--- src/hsld_defines.vh ---
// Purpose: Shared constants of the strap latch and decoder.
// Assumes: Included by bare name from the decoder and strap latch files.
// Notes: Offsets are byte addresses on the register bus.
`ifndef HSLD_DEFINES_VH
`define HSLD_DEFINES_VH

// Register byte offsets
`define HSLD_ADDR_CTRL 5'h00
`define HSLD_ADDR_OVR 5'h04
`define HSLD_ADDR_STRAP 5'h08
`define HSLD_ADDR_CFG 5'h0C

// Control and override fields
`define HSLD_CTRL_OVR_EN 0
`define HSLD_OVR_PORT_LSB 0
`define HSLD_OVR_FIXED_LSB 8
`define HSLD_OVR_CHG_LSB 16

// Reset values
`define HSLD_CTRL_RST 1'h0
`define HSLD_OVR_RST 4'h0

// Resistor level codes from the analog sense front end
`define HSLD_LVL_200K_PD 3'h0
`define HSLD_LVL_200K_PU 3'h1
`define HSLD_LVL_10K_PD 3'h2
`define HSLD_LVL_10K_PU 3'h3
`define HSLD_LVL_10R_PD 3'h4

// Cycles after reset release before the first capture
`define HSLD_SETTLE_CYCLES 2'h3

// Avalon response codes
`define HSLD_RESP_OK 2'h0
`define HSLD_RESP_DECERR 2'h3

`endif

--- src/hsld_sync.v ---
// Purpose: Two-flop synchroniser for a group of pin levels.
// Assumes: Pins are quasi-static straps or a reset level.
// Notes: First stage feeds only the second stage.
module hsld_sync #(
	parameter W = 1
) (
	// Clock and reset
	input wire clk_sys,
	input wire rst_n,
	// Levels
	input wire [W-1:0] pin_in,
	output reg [W-1:0] pin_sync_q
);

reg [W-1:0] meta_q;

always @(posedge clk_sys or negedge rst_n) begin
	if (!rst_n) begin
		meta_q <= {W{1'b0}};
		pin_sync_q <= {W{1'b0}};
	end else begin
		meta_q <= pin_in;
		pin_sync_q <= meta_q;
	end
end

endmodule // hsld_sync

--- src/hsld_level_dec.v ---
// Purpose: Five-level resistor strap to port-count mask decoder.
// Assumes: Level code comes from a settled, latched strap.
// Notes: Unknown codes fall back to the empty mask.
`include "hsld_defines.vh"
module hsld_level_dec (
	// Latched level code
	input wire [2:0] level,
	// Decoded port mask, port 1 in bit 0
	output reg [3:0] port_mask,
	output reg level_bad
);

always @* begin
	level_bad = 1'b0;
	case (level)
		`HSLD_LVL_200K_PD: port_mask = 4'h0;
		`HSLD_LVL_200K_PU: port_mask = 4'h1;
		`HSLD_LVL_10K_PD: port_mask = 4'h3;
		`HSLD_LVL_10K_PU: port_mask = 4'h7;
		`HSLD_LVL_10R_PD: port_mask = 4'hF;
		default: begin
			port_mask = 4'h0;
			level_bad = 1'b1;
		end
	endcase
end

endmodule // hsld_level_dec

--- src/hsld_strap_latch.v ---
// Purpose: Latches the hub configuration straps and holds the decoded defaults.
// Assumes: Multi-level straps arrive as resistor level codes from an analog
//   front end; all strap pins and the external reset are asynchronous.
// Notes: Software may override the port disable, non-removable and charging masks over Avalon-MM.
//
// The register addresses and the Avalon-MM register port are this design's own decisions.
`include "hsld_defines.vh"
module hsld_strap_latch (
	// Clock and reset
	input wire clk_sys,
	input wire rst_b,
	// External chip reset pin
	input wire ext_reset_b,
	// Line disable straps, port 1 in bit 0
	input wire [3:0] port_plus_line_disable_strap,
	input wire [3:0] port_minus_line_disable_strap,
	// Multi-level straps as resistor level codes
	input wire [2:0] fixed_port_count_strap,
	input wire [2:0] charging_port_count_strap,
	input wire [2:0] mode_strap1,
	input wire [2:0] mode_strap2,
	input wire [2:0] mode_strap3,
	// Avalon-MM slave
	input wire [4:0] avs_address,
	input wire avs_read,
	input wire avs_write,
	input wire [31:0] avs_writedata,
	input wire [3:0] avs_byteenable,
	output reg [31:0] avs_readdata,
	output reg [1:0] avs_response,
	output reg avs_waitrequest,
	// Effective configuration
	output reg [3:0] plus_line_disable_q,
	output reg [3:0] minus_line_disable_q,
	output reg [3:0] port_disable_q,
	output reg [3:0] ss_port_disable_q,
	output reg [3:0] non_removable_mask_q,
	output reg [3:0] charging_port_mask_q,
	output reg [1:0] pin_setup_sel_q,
	output reg mode_reserved_q,
	output reg straps_valid_q
);

// Pin setup 1..4 decode, reserved flag in bit 2
function [2:0] mode_dec;
	input [2:0] s2;
	input [2:0] s1;
	begin
		if (s2 == `HSLD_LVL_200K_PD && s1 <= `HSLD_LVL_10K_PU)
			mode_dec = {1'b0, s1[1:0]};
		else
			mode_dec = 3'h4;
	end
endfunction

// Software value when override is on, else the strap default
function [3:0] ovr_pick;
	input en;
	input [3:0] sw_val;
	input [3:0] strap_val;
	begin
		ovr_pick = en ? sw_val : strap_val;
	end
endfunction

// Reset release
// Release is synchronised; assertion stays asynchronous
reg rst_meta_q;
reg rst_n;

always @(posedge clk_sys or negedge rst_b) begin
	if (!rst_b) begin
		rst_meta_q <= 1'b0;
		rst_n <= 1'b0;
	end else begin
		rst_meta_q <= 1'b1;
		rst_n <= rst_meta_q;
	end
end

// Synchronised pins, reset pin on top of the bus
localparam PIN_W = 24;
localparam PIN_MINUS_LSB = 4;
localparam PIN_FIXED_LSB = 8;
localparam PIN_CHG_LSB = 11;
localparam PIN_MODE_LSB = 14;
localparam PIN_EXT_BIT = 23;
wire [PIN_W-1:0] pins_raw;
wire [PIN_W-1:0] pins_s;
wire ext_reset_s;
wire [3:0] plus_s;
wire [3:0] minus_s;
wire [2:0] fixed_s;
wire [2:0] chg_s;
wire [8:0] mode_s;

assign pins_raw = {ext_reset_b, mode_strap3, mode_strap2, mode_strap1,
	charging_port_count_strap, fixed_port_count_strap,
	port_minus_line_disable_strap, port_plus_line_disable_strap};

hsld_sync #(
	.W(PIN_W)
) u_sync (
	.clk_sys(clk_sys),
	.rst_n(rst_n),
	.pin_in(pins_raw),
	.pin_sync_q(pins_s)
);

assign plus_s = pins_s[3:0];
assign minus_s = pins_s[PIN_MINUS_LSB +: 4];
assign fixed_s = pins_s[PIN_FIXED_LSB +: 3];
assign chg_s = pins_s[PIN_CHG_LSB +: 3];
assign mode_s = pins_s[PIN_MODE_LSB +: 9];
// Sync clears to zero, so the reset pin reads low just after release;
// the power-on settle count masks that false rising edge
assign ext_reset_s = pins_s[PIN_EXT_BIT];

// Capture events
reg [1:0] settle_cnt_q;
reg por_done_q;
reg ext_reset_prev_q;
wire por_capture;
wire ext_capture;
wire capture;

always @(posedge clk_sys or negedge rst_n) begin
	if (!rst_n) begin
		settle_cnt_q <= 2'h0;
		por_done_q <= 1'b0;
		ext_reset_prev_q <= 1'b1;
	end else begin
		ext_reset_prev_q <= ext_reset_s;
		if (!por_done_q) begin
			settle_cnt_q <= settle_cnt_q + 2'h1;
			if (settle_cnt_q == `HSLD_SETTLE_CYCLES - 2'h1)
				por_done_q <= 1'b1;
		end
	end
end

// Wait for the synchroniser to flush the reset zeros
// power-on capture point
assign por_capture = !por_done_q && settle_cnt_q == `HSLD_SETTLE_CYCLES - 2'h1;
assign ext_capture = por_done_q && ext_reset_s && !ext_reset_prev_q;
// Both events share one latch path, so every strap moves together
assign capture = por_capture || ext_capture;

// Latched strap image
reg [3:0] plus_lat_q;
reg [3:0] minus_lat_q;
reg [2:0] fixed_lat_q;
reg [2:0] chg_lat_q;
reg [8:0] mode_lat_q;
reg valid_lat_q;
reg [7:0] capture_cnt_q;

always @(posedge clk_sys or negedge rst_n) begin
	if (!rst_n) begin
		plus_lat_q <= 4'h0;
		minus_lat_q <= 4'h0;
		fixed_lat_q <= `HSLD_LVL_200K_PD;
		chg_lat_q <= `HSLD_LVL_200K_PD;
		mode_lat_q <= 9'h000;
		valid_lat_q <= 1'b0;
		capture_cnt_q <= 8'h00;
	end else if (capture) begin
		plus_lat_q <= plus_s;
		minus_lat_q <= minus_s;
		fixed_lat_q <= fixed_s;
		chg_lat_q <= chg_s;
		mode_lat_q <= mode_s;
		valid_lat_q <= 1'b1;
		// Wraps; software compares two reads to spot a new capture
		capture_cnt_q <= capture_cnt_q + 8'h01;
	end
end

// Decoders
wire [3:0] fixed_mask;
wire fixed_bad;
wire [3:0] chg_mask;
wire chg_bad;
wire [2:0] mode_word;
wire [3:0] strap_port_dis;

hsld_level_dec u_fixed_dec (
	.level(fixed_lat_q),
	.port_mask(fixed_mask),
	.level_bad(fixed_bad)
);

hsld_level_dec u_chg_dec (
	.level(chg_lat_q),
	.port_mask(chg_mask),
	.level_bad(chg_bad)
);

assign mode_word = mode_dec(mode_lat_q[5:3], mode_lat_q[2:0]);

assign strap_port_dis = plus_lat_q & minus_lat_q;

// Register file
reg ovr_en_q;
reg [3:0] ovr_port_q;
reg [3:0] ovr_fixed_q;
reg [3:0] ovr_chg_q;
reg [31:0] rd_word;
reg rd_hit;
wire req;
wire ack;
wire wr_ack;
wire [31:0] strap_word;
wire [31:0] cfg_word;

assign req = avs_read || avs_write;
assign ack = req && !avs_waitrequest;
assign wr_ack = avs_write && !avs_waitrequest;

// Raw latched codes, for reading back what the board strapped
assign strap_word = {5'h00, mode_lat_q[8:6], 1'b0, mode_lat_q[5:3], 1'b0, mode_lat_q[2:0],
	1'b0, chg_lat_q, 1'b0, fixed_lat_q, minus_lat_q, plus_lat_q};
assign cfg_word = {capture_cnt_q, 1'b0, !ext_reset_s, valid_lat_q, chg_bad, fixed_bad,
	mode_word[2], mode_word[1:0], charging_port_mask_q, non_removable_mask_q,
	ss_port_disable_q, port_disable_q};

always @* begin
	rd_hit = 1'b1;
	case (avs_address)
		`HSLD_ADDR_CTRL: rd_word = {31'h00000000, ovr_en_q};
		`HSLD_ADDR_OVR: rd_word = {12'h000, ovr_chg_q, 4'h0, ovr_fixed_q, 4'h0, ovr_port_q};
		`HSLD_ADDR_STRAP: rd_word = strap_word;
		`HSLD_ADDR_CFG: rd_word = cfg_word;
		default: begin
			rd_word = 32'h00000000;
			rd_hit = 1'b0;
		end
	endcase
end

// One wait cycle, then a single answer cycle
// A request still held at the answer edge lands in the else branch and rearms wait
always @(posedge clk_sys or negedge rst_n) begin
	if (!rst_n) begin
		avs_waitrequest <= 1'b1;
		avs_readdata <= 32'h00000000;
		avs_response <= `HSLD_RESP_OK;
	end else if (req && avs_waitrequest) begin
		avs_waitrequest <= 1'b0;
		avs_readdata <= avs_read ? rd_word : 32'h00000000;
		avs_response <= rd_hit ? `HSLD_RESP_OK : `HSLD_RESP_DECERR;
	end else begin
		avs_waitrequest <= 1'b1;
		if (ack)
			avs_readdata <= 32'h00000000;
	end
end

// Overrides change only the effective outputs, never the latch
always @(posedge clk_sys or negedge rst_n) begin
	if (!rst_n) begin
		ovr_en_q <= `HSLD_CTRL_RST;
		ovr_port_q <= `HSLD_OVR_RST;
		ovr_fixed_q <= `HSLD_OVR_RST;
		ovr_chg_q <= `HSLD_OVR_RST;
	end else if (wr_ack) begin
		if (avs_address == `HSLD_ADDR_CTRL && avs_byteenable[0])
			ovr_en_q <= avs_writedata[`HSLD_CTRL_OVR_EN];
		if (avs_address == `HSLD_ADDR_OVR) begin
			if (avs_byteenable[0])
				ovr_port_q <= avs_writedata[`HSLD_OVR_PORT_LSB +: 4];
			if (avs_byteenable[1])
				ovr_fixed_q <= avs_writedata[`HSLD_OVR_FIXED_LSB +: 4];
			if (avs_byteenable[2])
				ovr_chg_q <= avs_writedata[`HSLD_OVR_CHG_LSB +: 4];
		end
	end
end

// Effective configuration
wire [3:0] eff_port_dis;
wire [3:0] eff_fixed;
wire [3:0] eff_chg;

assign eff_port_dis = ovr_pick(ovr_en_q, ovr_port_q, strap_port_dis);
assign eff_fixed = ovr_pick(ovr_en_q, ovr_fixed_q, fixed_mask);
assign eff_chg = ovr_pick(ovr_en_q, ovr_chg_q, chg_mask);

always @(posedge clk_sys or negedge rst_n) begin
	if (!rst_n) begin
		plus_line_disable_q <= 4'h0;
		minus_line_disable_q <= 4'h0;
		port_disable_q <= 4'h0;
		ss_port_disable_q <= 4'h0;
		non_removable_mask_q <= 4'h0;
		charging_port_mask_q <= 4'h0;
		pin_setup_sel_q <= 2'h0;
		mode_reserved_q <= 1'b0;
		straps_valid_q <= 1'b0;
	end else begin
		// Line disables are never overridden; software acts per port only
		// high plus strap disables the line
		plus_line_disable_q <= plus_lat_q;
		// high minus strap disables the line
		minus_line_disable_q <= minus_lat_q;
		port_disable_q <= eff_port_dis;
		// SuperSpeed path follows the legacy path
		ss_port_disable_q <= eff_port_dis;
		// non-removable ports reported to the host
		non_removable_mask_q <= eff_fixed;
		charging_port_mask_q <= eff_chg;
		// reserved combinations fall back to setup 1
		pin_setup_sel_q <= mode_word[1:0];
		mode_reserved_q <= mode_word[2];
		straps_valid_q <= valid_lat_q;
	end
end

endmodule // hsld_strap_latch

--- config.mk ---
export PLATFORM = sky130hd
export DESIGN_NAME = hsld_strap_latch
export DESIGN_NICKNAME = d
export VERILOG_FILES = /design/src/hsld_sync.v /design/src/hsld_level_dec.v /design/src/hsld_strap_latch.v
export VERILOG_INCLUDE_DIRS = /design/src
export SDC_FILE = /design/constraint.sdc
export NUM_CORES = 1
export LEC_CHECK = 0
export ABC_AREA = 1
export BUFFER_PORTS_ARGS = -buffer_cell sky130_fd_sc_hd__buf_4
export CORE_MARGIN = 3
export CORE_UTILIZATION = 45
export CTS_BUF_LIST = sky130_fd_sc_hd__clkbuf_4 sky130_fd_sc_hd__clkbuf_8 sky130_fd_sc_hd__clkbuf_16
export DETAILED_ROUTE_END_ITERATION = 8
export GPL_TIMING_DRIVEN = 0
export PLACE_DENSITY = 0.71
export SKIP_CTS_REPAIR_TIMING = 1
export SYNTH_ARGS = -nofsm -noshare
export SYNTH_HDL_FRONTEND = slang
export SYNTH_SLANG_ARGS = --single-unit
--- constraint.sdc ---
create_clock -name clk_sys -period 4.5 [get_ports clk_sys]
set_input_delay 1.35 -clock clk_sys [delete_from_list [all_inputs] [get_ports clk_sys]]
set_output_delay 1.35 -clock clk_sys [all_outputs]
set_load 0.01 [all_outputs]
== Yosys cells after proc, flatten, opt, wreduce, memory -nomap -nowiden ==
Cells that the tools add are included.
Storage, ports and cells
  register bits after elaboration: 158
  logic and storage cells: 88
  output and inout bits: 63
Cells by class
  reductions and logical operators: 26
  equal/unequal tests: 12
  bitwise gates (word level): 1
  multiplexer cells: 17
  order comparisons: 1
  $add $sub $neg: 2
Operators with widths (number)
  $pmux 32 s4: 1
  $mux 32: 3
  $pmux 4 s4: 2
  $eq 3x2->1 const B: 4
  $mux 4: 3
  $eq 5x4->1 const B: 2
  $reduce_or 5->1: 2
  $logic_not 3->1: 3
  $reduce_and 3->1: 3
  $add 8x1->8 const B: 1
  $logic_and 1x1->1: 8
  $eq 3x1->1 const B: 2
  $eq 3x3->1 const B: 2
  $mux 1: 6
  $eq 5x3->1 const B: 1
  $logic_not 5->1: 1
  $and 4x4->4: 1
  $logic_not 1->1: 4
  $reduce_or 4->1: 1
  $le 3x2->1 const B: 1
  $mux 3: 1
  $add 2x1->2 const B: 1
  $eq 2x2->1 const B: 1
  $logic_or 1x1->1: 2
  other kinds (3): 3

== Longest topological paths before layout ==
  depth in word-level cells: 6
  mapped depth: 9

== Hierarchy ==
From an unflattened synthesis, not the netlist that was laid out.
Unflattened totals
  cells, all modules: 596
  area, all modules: 6020.8 µm²
By module, submodules not included
  hsld_strap_latch: times used 1, area an instance 4689.5 µm², cells each 518
  hsld_sync: times used 1, area an instance 1201.2 µm², cells each 48
  hsld_level_dec: times used 2, area an instance 65.1 µm², cells each 15

== Worst setup path after synthesis ==
No wires, ideal clock.
  path kind: in2reg
  from: input port avs_address[2]
  to: register ovr_chg_q[0]
  arrival time: 2064 ps
  setup time: 132 ps
  cell stages on the path: 5
  setup slack: 2303 ps
  path through: inv_1 nor2_2 nand3_4 nor3b_4 o21ai_0
On the way
  cells in the longest elaborated chain, start to end: 2
RTL lines
  from (decl): line hsld_strap_latch.v:24  | input wire [4:0] avs_address,
  $eq 5x3->1
  $reduce_and 3->1 (no source line)
  to (signal assigned): line hsld_strap_latch.v:265  | ovr_chg_q <= `HSLD_OVR_RST;
  to (signal assigned): line hsld_strap_latch.v:275  | ovr_chg_q <= avs_writedata[`HSLD_OVR_CHG_LSB +: 4];
  to (decl): line hsld_strap_latch.v:207  | reg [3:0] ovr_chg_q;
Every way passes these cells.
A chain may end at the register's enable or synchronous reset.

== Worst setup path after layout ==
  from: register avs_waitrequest
  to: output port avs_waitrequest
RTL lines
  from (decl): line hsld_strap_latch.v:31  | output reg avs_waitrequest,
  from (signal assigned): line hsld_strap_latch.v:245  | avs_waitrequest <= 1'b1;
  from (signal assigned): line hsld_strap_latch.v:249  | avs_waitrequest <= 1'b0;
  from (signal assigned): line hsld_strap_latch.v:253  | avs_waitrequest <= 1'b1;
No word-level cell between the ends.

==> metrics.md <==
| Metric | Value |
|---|---|
| Internal power summed over all cells | around 0.0026 W |
| Number of setup violations in the final report | 0 |
| Switching Share | 24.79% |
| Share of the core filled with cells | between 50% and 60% |
| Worst hold margin | roughly 320 ps |
| Floorplan die width | around 120 um |
| Worst min-delay path class | reg2async |
| Transition time of the tightest slew-check pin | about 610 ps |
| Area of the multi-input gates | 1624 sq um |
| Sink count of the clock tree | approximately 160 |
| Total leakage power | approximately 3.8 nW |
| Critical Path Sink Type | output port |
| Share of final-layout standard cells stronger than drive strength 1 | 28.41% |
| Largest buffer count on any clock path | 2 |
| Pin count of the biggest net entering global routing | 71 |
| Setup tns final | 0 ps |
| Total global-route track usage | between 20% and 30% |
| Number of nets with antenna violations after routing | 0 |
| Worst vdd rail ir drop | around 0.26 mV |
| Final period demand of the worst path | ~2500 ps |
| Leading cell type by number of instances after synthesis | sky130_fd_sc_hd__nand2_1 |
| Diodes inserted | 0 |
| Nature of the critical path startpoint | flop |
| Sequential element share of the synthesized area | roughly two thirds |
| Cell-by-cell trace of the critical path | buf_4 |
| Max-cap violations | 0 |
| Main area contributors after synthesis | sky130_fd_sc_hd__dfrtp_1 65%, sky130_fd_sc_hd__nand2_1 10%, sky130_fd_sc_hd__o21ai_0 4.0% |
| Initial antenna violation count | 0 |
| Clock network power share | 41.1% |
| Final clock skew | 8.473 ps |
| Vert. Die Dim | about 120 um |
| Die area | about 15,000 sq um |
| Buffers plus inverters on the worst setup path | 1 |
| Sequential share of power | between 40% and 50% |
| Arrival time at the worst endpoint | 1120 ps |
| Layout Nets | 762 |
| Post-detailed-routing wire length | about 14,000 um |
| Setup WS pre-CTS | between 1500 and 2000 ps |
| Violation count after the first detailed-routing iteration | 279 |
| Number of port buffers | about 110 |
| Number of H-tree levels | 4 |
| Clock tree from TritonCTS | done |
| Synth async-reset ratio | 100.0% |
| EDFF count, synth | 0 |
| Critical-path maximum fanout | 5 |
| Sum of net half-perimeters after detailed placement | between 10,000 and 15,000 um |
| Switching power | between 0.0008 and 0.0009 W |
| Category of the most critical setup path | reg2out |
| Crit-path slowest cell | sky130_fd_sc_hd__dfstp_2 |
| Wire length of the first global-routing pass | between 20,000 and 25,000 um |
| Beginning of the critical path | avs_waitrequest |
| Reg2reg start | avs_waitrequest |
| Seq cells post-synth | 156 |
| First-pass iteration count of the detailed router | 6 |
| Core region area | about 13,000 sq um |
| Number of filler cells placed in the layout | ~1,100 |
| RePlAce Congestion | ~0.90 |
| Total clock buffers created by CTS | 17 |
| Root buffer cell | sky130_fd_sc_hd__clkbuf_16 |
| Commonest cells post-synth | 165 x sky130_fd_sc_hd__nand2_1, 154 x sky130_fd_sc_hd__dfrtp_1, 48 x sky130_fd_sc_hd__o21ai_0 |
| Number of unique standard cell types used by synthesis | 34 |
| Biggest area consumer among synthesized cells | sky130_fd_sc_hd__dfrtp_1 |
| Top FF cell, synth | sky130_fd_sc_hd__dfrtp_1 |
| Min setup slack post-route | 2030 ps |
| Category of cells accounting for the largest share of critical-path delay | flip-flops |
| Avg Synthesized Cell Area | between 10 and 15 sq um |
| Instance area after placement | approximately 7000 sq um |
| Delay of the slowest critical-path stage | 570 ps |
| Outcome | finished, final reports clean |
| Number of standard-cell rows in the floorplan | 41 |
| Final standard cell area without fillers | between 7000 and 8000 sq um |
| IO Count | about 130 |
| Power density cells | about 450 nW/um^2 |
| Routed wire per std cell | between 15 and 20 um |
| Area of all sequential standard cells | 3910 sq um |
| Clock insertion delay at the later pin of the skew report | about 420 ps |
| Nets in the synthesized netlist | around 630 |
| Area share of the largest cell type after synthesis | between 60% and 70% |
| Required time at the worst-slack endpoint | approximately 3200 ps |
| Number of warnings issued by yosys | 0 |
| Final Hold Viols | 0 |
| Initial core utilization | roughly 47% |
| Power share of the combinational group | between 10% and 20% |
| Setup repair after global routing missed its margin | no |
| Post-synthesis to final-layout area growth | 28.39% |
| Vias in the first global route | between 4,000 and 5,000 |
| DRC viols | 0 |
| Worst slew margin | approximately three fifths |
| Max Clk Rate | 0.4049 GHz |
| Routed via count | about 4,400 |
| Routed via count divided by cell count | roughly 5.0 |
| Max-slew violation count | 0 |
| Gate count after technology mapping | ~560 |
| Clock slew at the register clock pins of the worst setup and hold paths | 60 ps |
| Share of the clock period used by the worst path after layout | around 55% |
| Post-synthesis instance area | a little under 6000 sq um |
| Reg-to-reg setup timing slack | around 2700 ps |
| Overflow left after global routing | 0 |
through the flow:
step / cells / power (W)
after floorplan: 561 / 0.001860
after global placement: 842 / 0.002043
after detailed placement: 844 / 0.002064
after CTS: 876 / 0.003482
after global routing: 876 / 0.003610
final: 876 / 0.003463
kinds of logic (layout without fill, tap and decap cells):
kind of cell / count (synthesis) / in the layout / synth area share [%]
flops: 156 / 156 / 65.75
fa+ha+maj: 2 / 2 / 0.4212
compound gates: 72 / 72 / 7.119
buf+inv: 83 / 226 / 6.908
simple gates: 239 / 239 / 18.64
other cells: 2 / 2 / 0.1264
xor+xnor: 7 / 7 / 1.032
layer usage:
metal / vias to the layer above / track usage (%) / share of wire, %
li1: 2047 / - / -
met1: 2110 / 26.97 / 42
met2: 203 / 31.43 / 47
met3: 39 / 6.107 / 8.4
met4: 0 / 8.499 / 2.6
met5: - / 0 / 0
area by class of cell:
class	instances	share of cell area [%]
inverters	46	2.329
repair buffers	111	11.35
multi-input cells	322	21.29
flip-flops and latches	156	51.26
clock buffers	22	6.398
well taps	172	2.822
clock inverters	10	1.493
plain buffers	37	3.051
sequential cells by signal (all words and copies together), names as in the netlist, 4 cells and up:
| name | cells |
|---|---|
| ovr_port_q | 4 |
| non_removable_mask_q | 4 |
| ovr_fixed_q | 4 |
| u_sync.meta_q | 24 |
| ss_port_disable_q | 4 |
| avs_readdata | 31 |
| capture_cnt_q | 8 |
| mode_lat_q | 9 |
| plus_line_disable_q | 4 |
| charging_port_mask_q | 4 |
| u_sync.pin_sync_q | 24 |
| minus_line_disable_q | 4 |
| ovr_chg_q | 4 |
| plus_lat_q | 4 |
| minus_lat_q | 4 |
worst paths after layout:
kind                                             end  cells after the start
worst max-delay path                 avs_waitrequest                      1
worst min-delay path            u_sync.pin_sync_q[1]                      0
worst max register to register       avs_readdata[2]                      5
worst min register to register  u_sync.pin_sync_q[1]                      0
max in group asynchronous           ext_reset_prev_q                      2
min in group clk_sys            u_sync.pin_sync_q[6]                      0
placed cells by master (no fill, tap or decap), types with 2 or more instances in the layout:
cell	instances
sky130_fd_sc_hd__bufinv_16	2
sky130_fd_sc_hd__buf_4	127
sky130_fd_sc_hd__xor2_1	5
sky130_fd_sc_hd__buf_6	2
sky130_fd_sc_hd__nor2_1	15
sky130_fd_sc_hd__nand2_1	165
sky130_fd_sc_hd__dfrtp_1	153
sky130_fd_sc_hd__buf_2	9
sky130_fd_sc_hd__o22ai_1	3
sky130_fd_sc_hd__o21ai_2	10
sky130_fd_sc_hd__inv_1	44
sky130_fd_sc_hd__o21ai_1	2
sky130_fd_sc_hd__conb_1	2
sky130_fd_sc_hd__o21ai_0	48
sky130_fd_sc_hd__clkinvlp_4	4
sky130_fd_sc_hd__o31ai_1	4
sky130_fd_sc_hd__nand4_1	17
sky130_fd_sc_hd__clkbuf_1	8
sky130_fd_sc_hd__clkbuf_16	17
sky130_fd_sc_hd__ha_1	2
sky130_fd_sc_hd__nand3_1	28
sky130_fd_sc_hd__clkbuf_8	4
sky130_fd_sc_hd__nand2_4	2
sky130_fd_sc_hd__nor3b_4	2
sky130_fd_sc_hd__xnor2_1	2
sky130_fd_sc_hd__dfstp_2	2
sky130_fd_sc_hd__o211ai_1	4
sky130_fd_sc_hd__or2_2	2
sky130_fd_sc_hd__nor2_8	2
sky130_fd_sc_hd__clkinv_2	3
power groups by stage:
stage                     clock network [W]  logic, W  registers [W]
after CTS                           0.00144  0.000419        0.00162
after floorplan                           0  0.000219        0.00164
after detailed placement                  0  0.000417        0.00165
final                               0.00142  0.000416        0.00162
after global placement                    0  0.000381        0.00166
after global routing                0.00151  0.000458        0.00164
(Power assumes the default switching activity.)
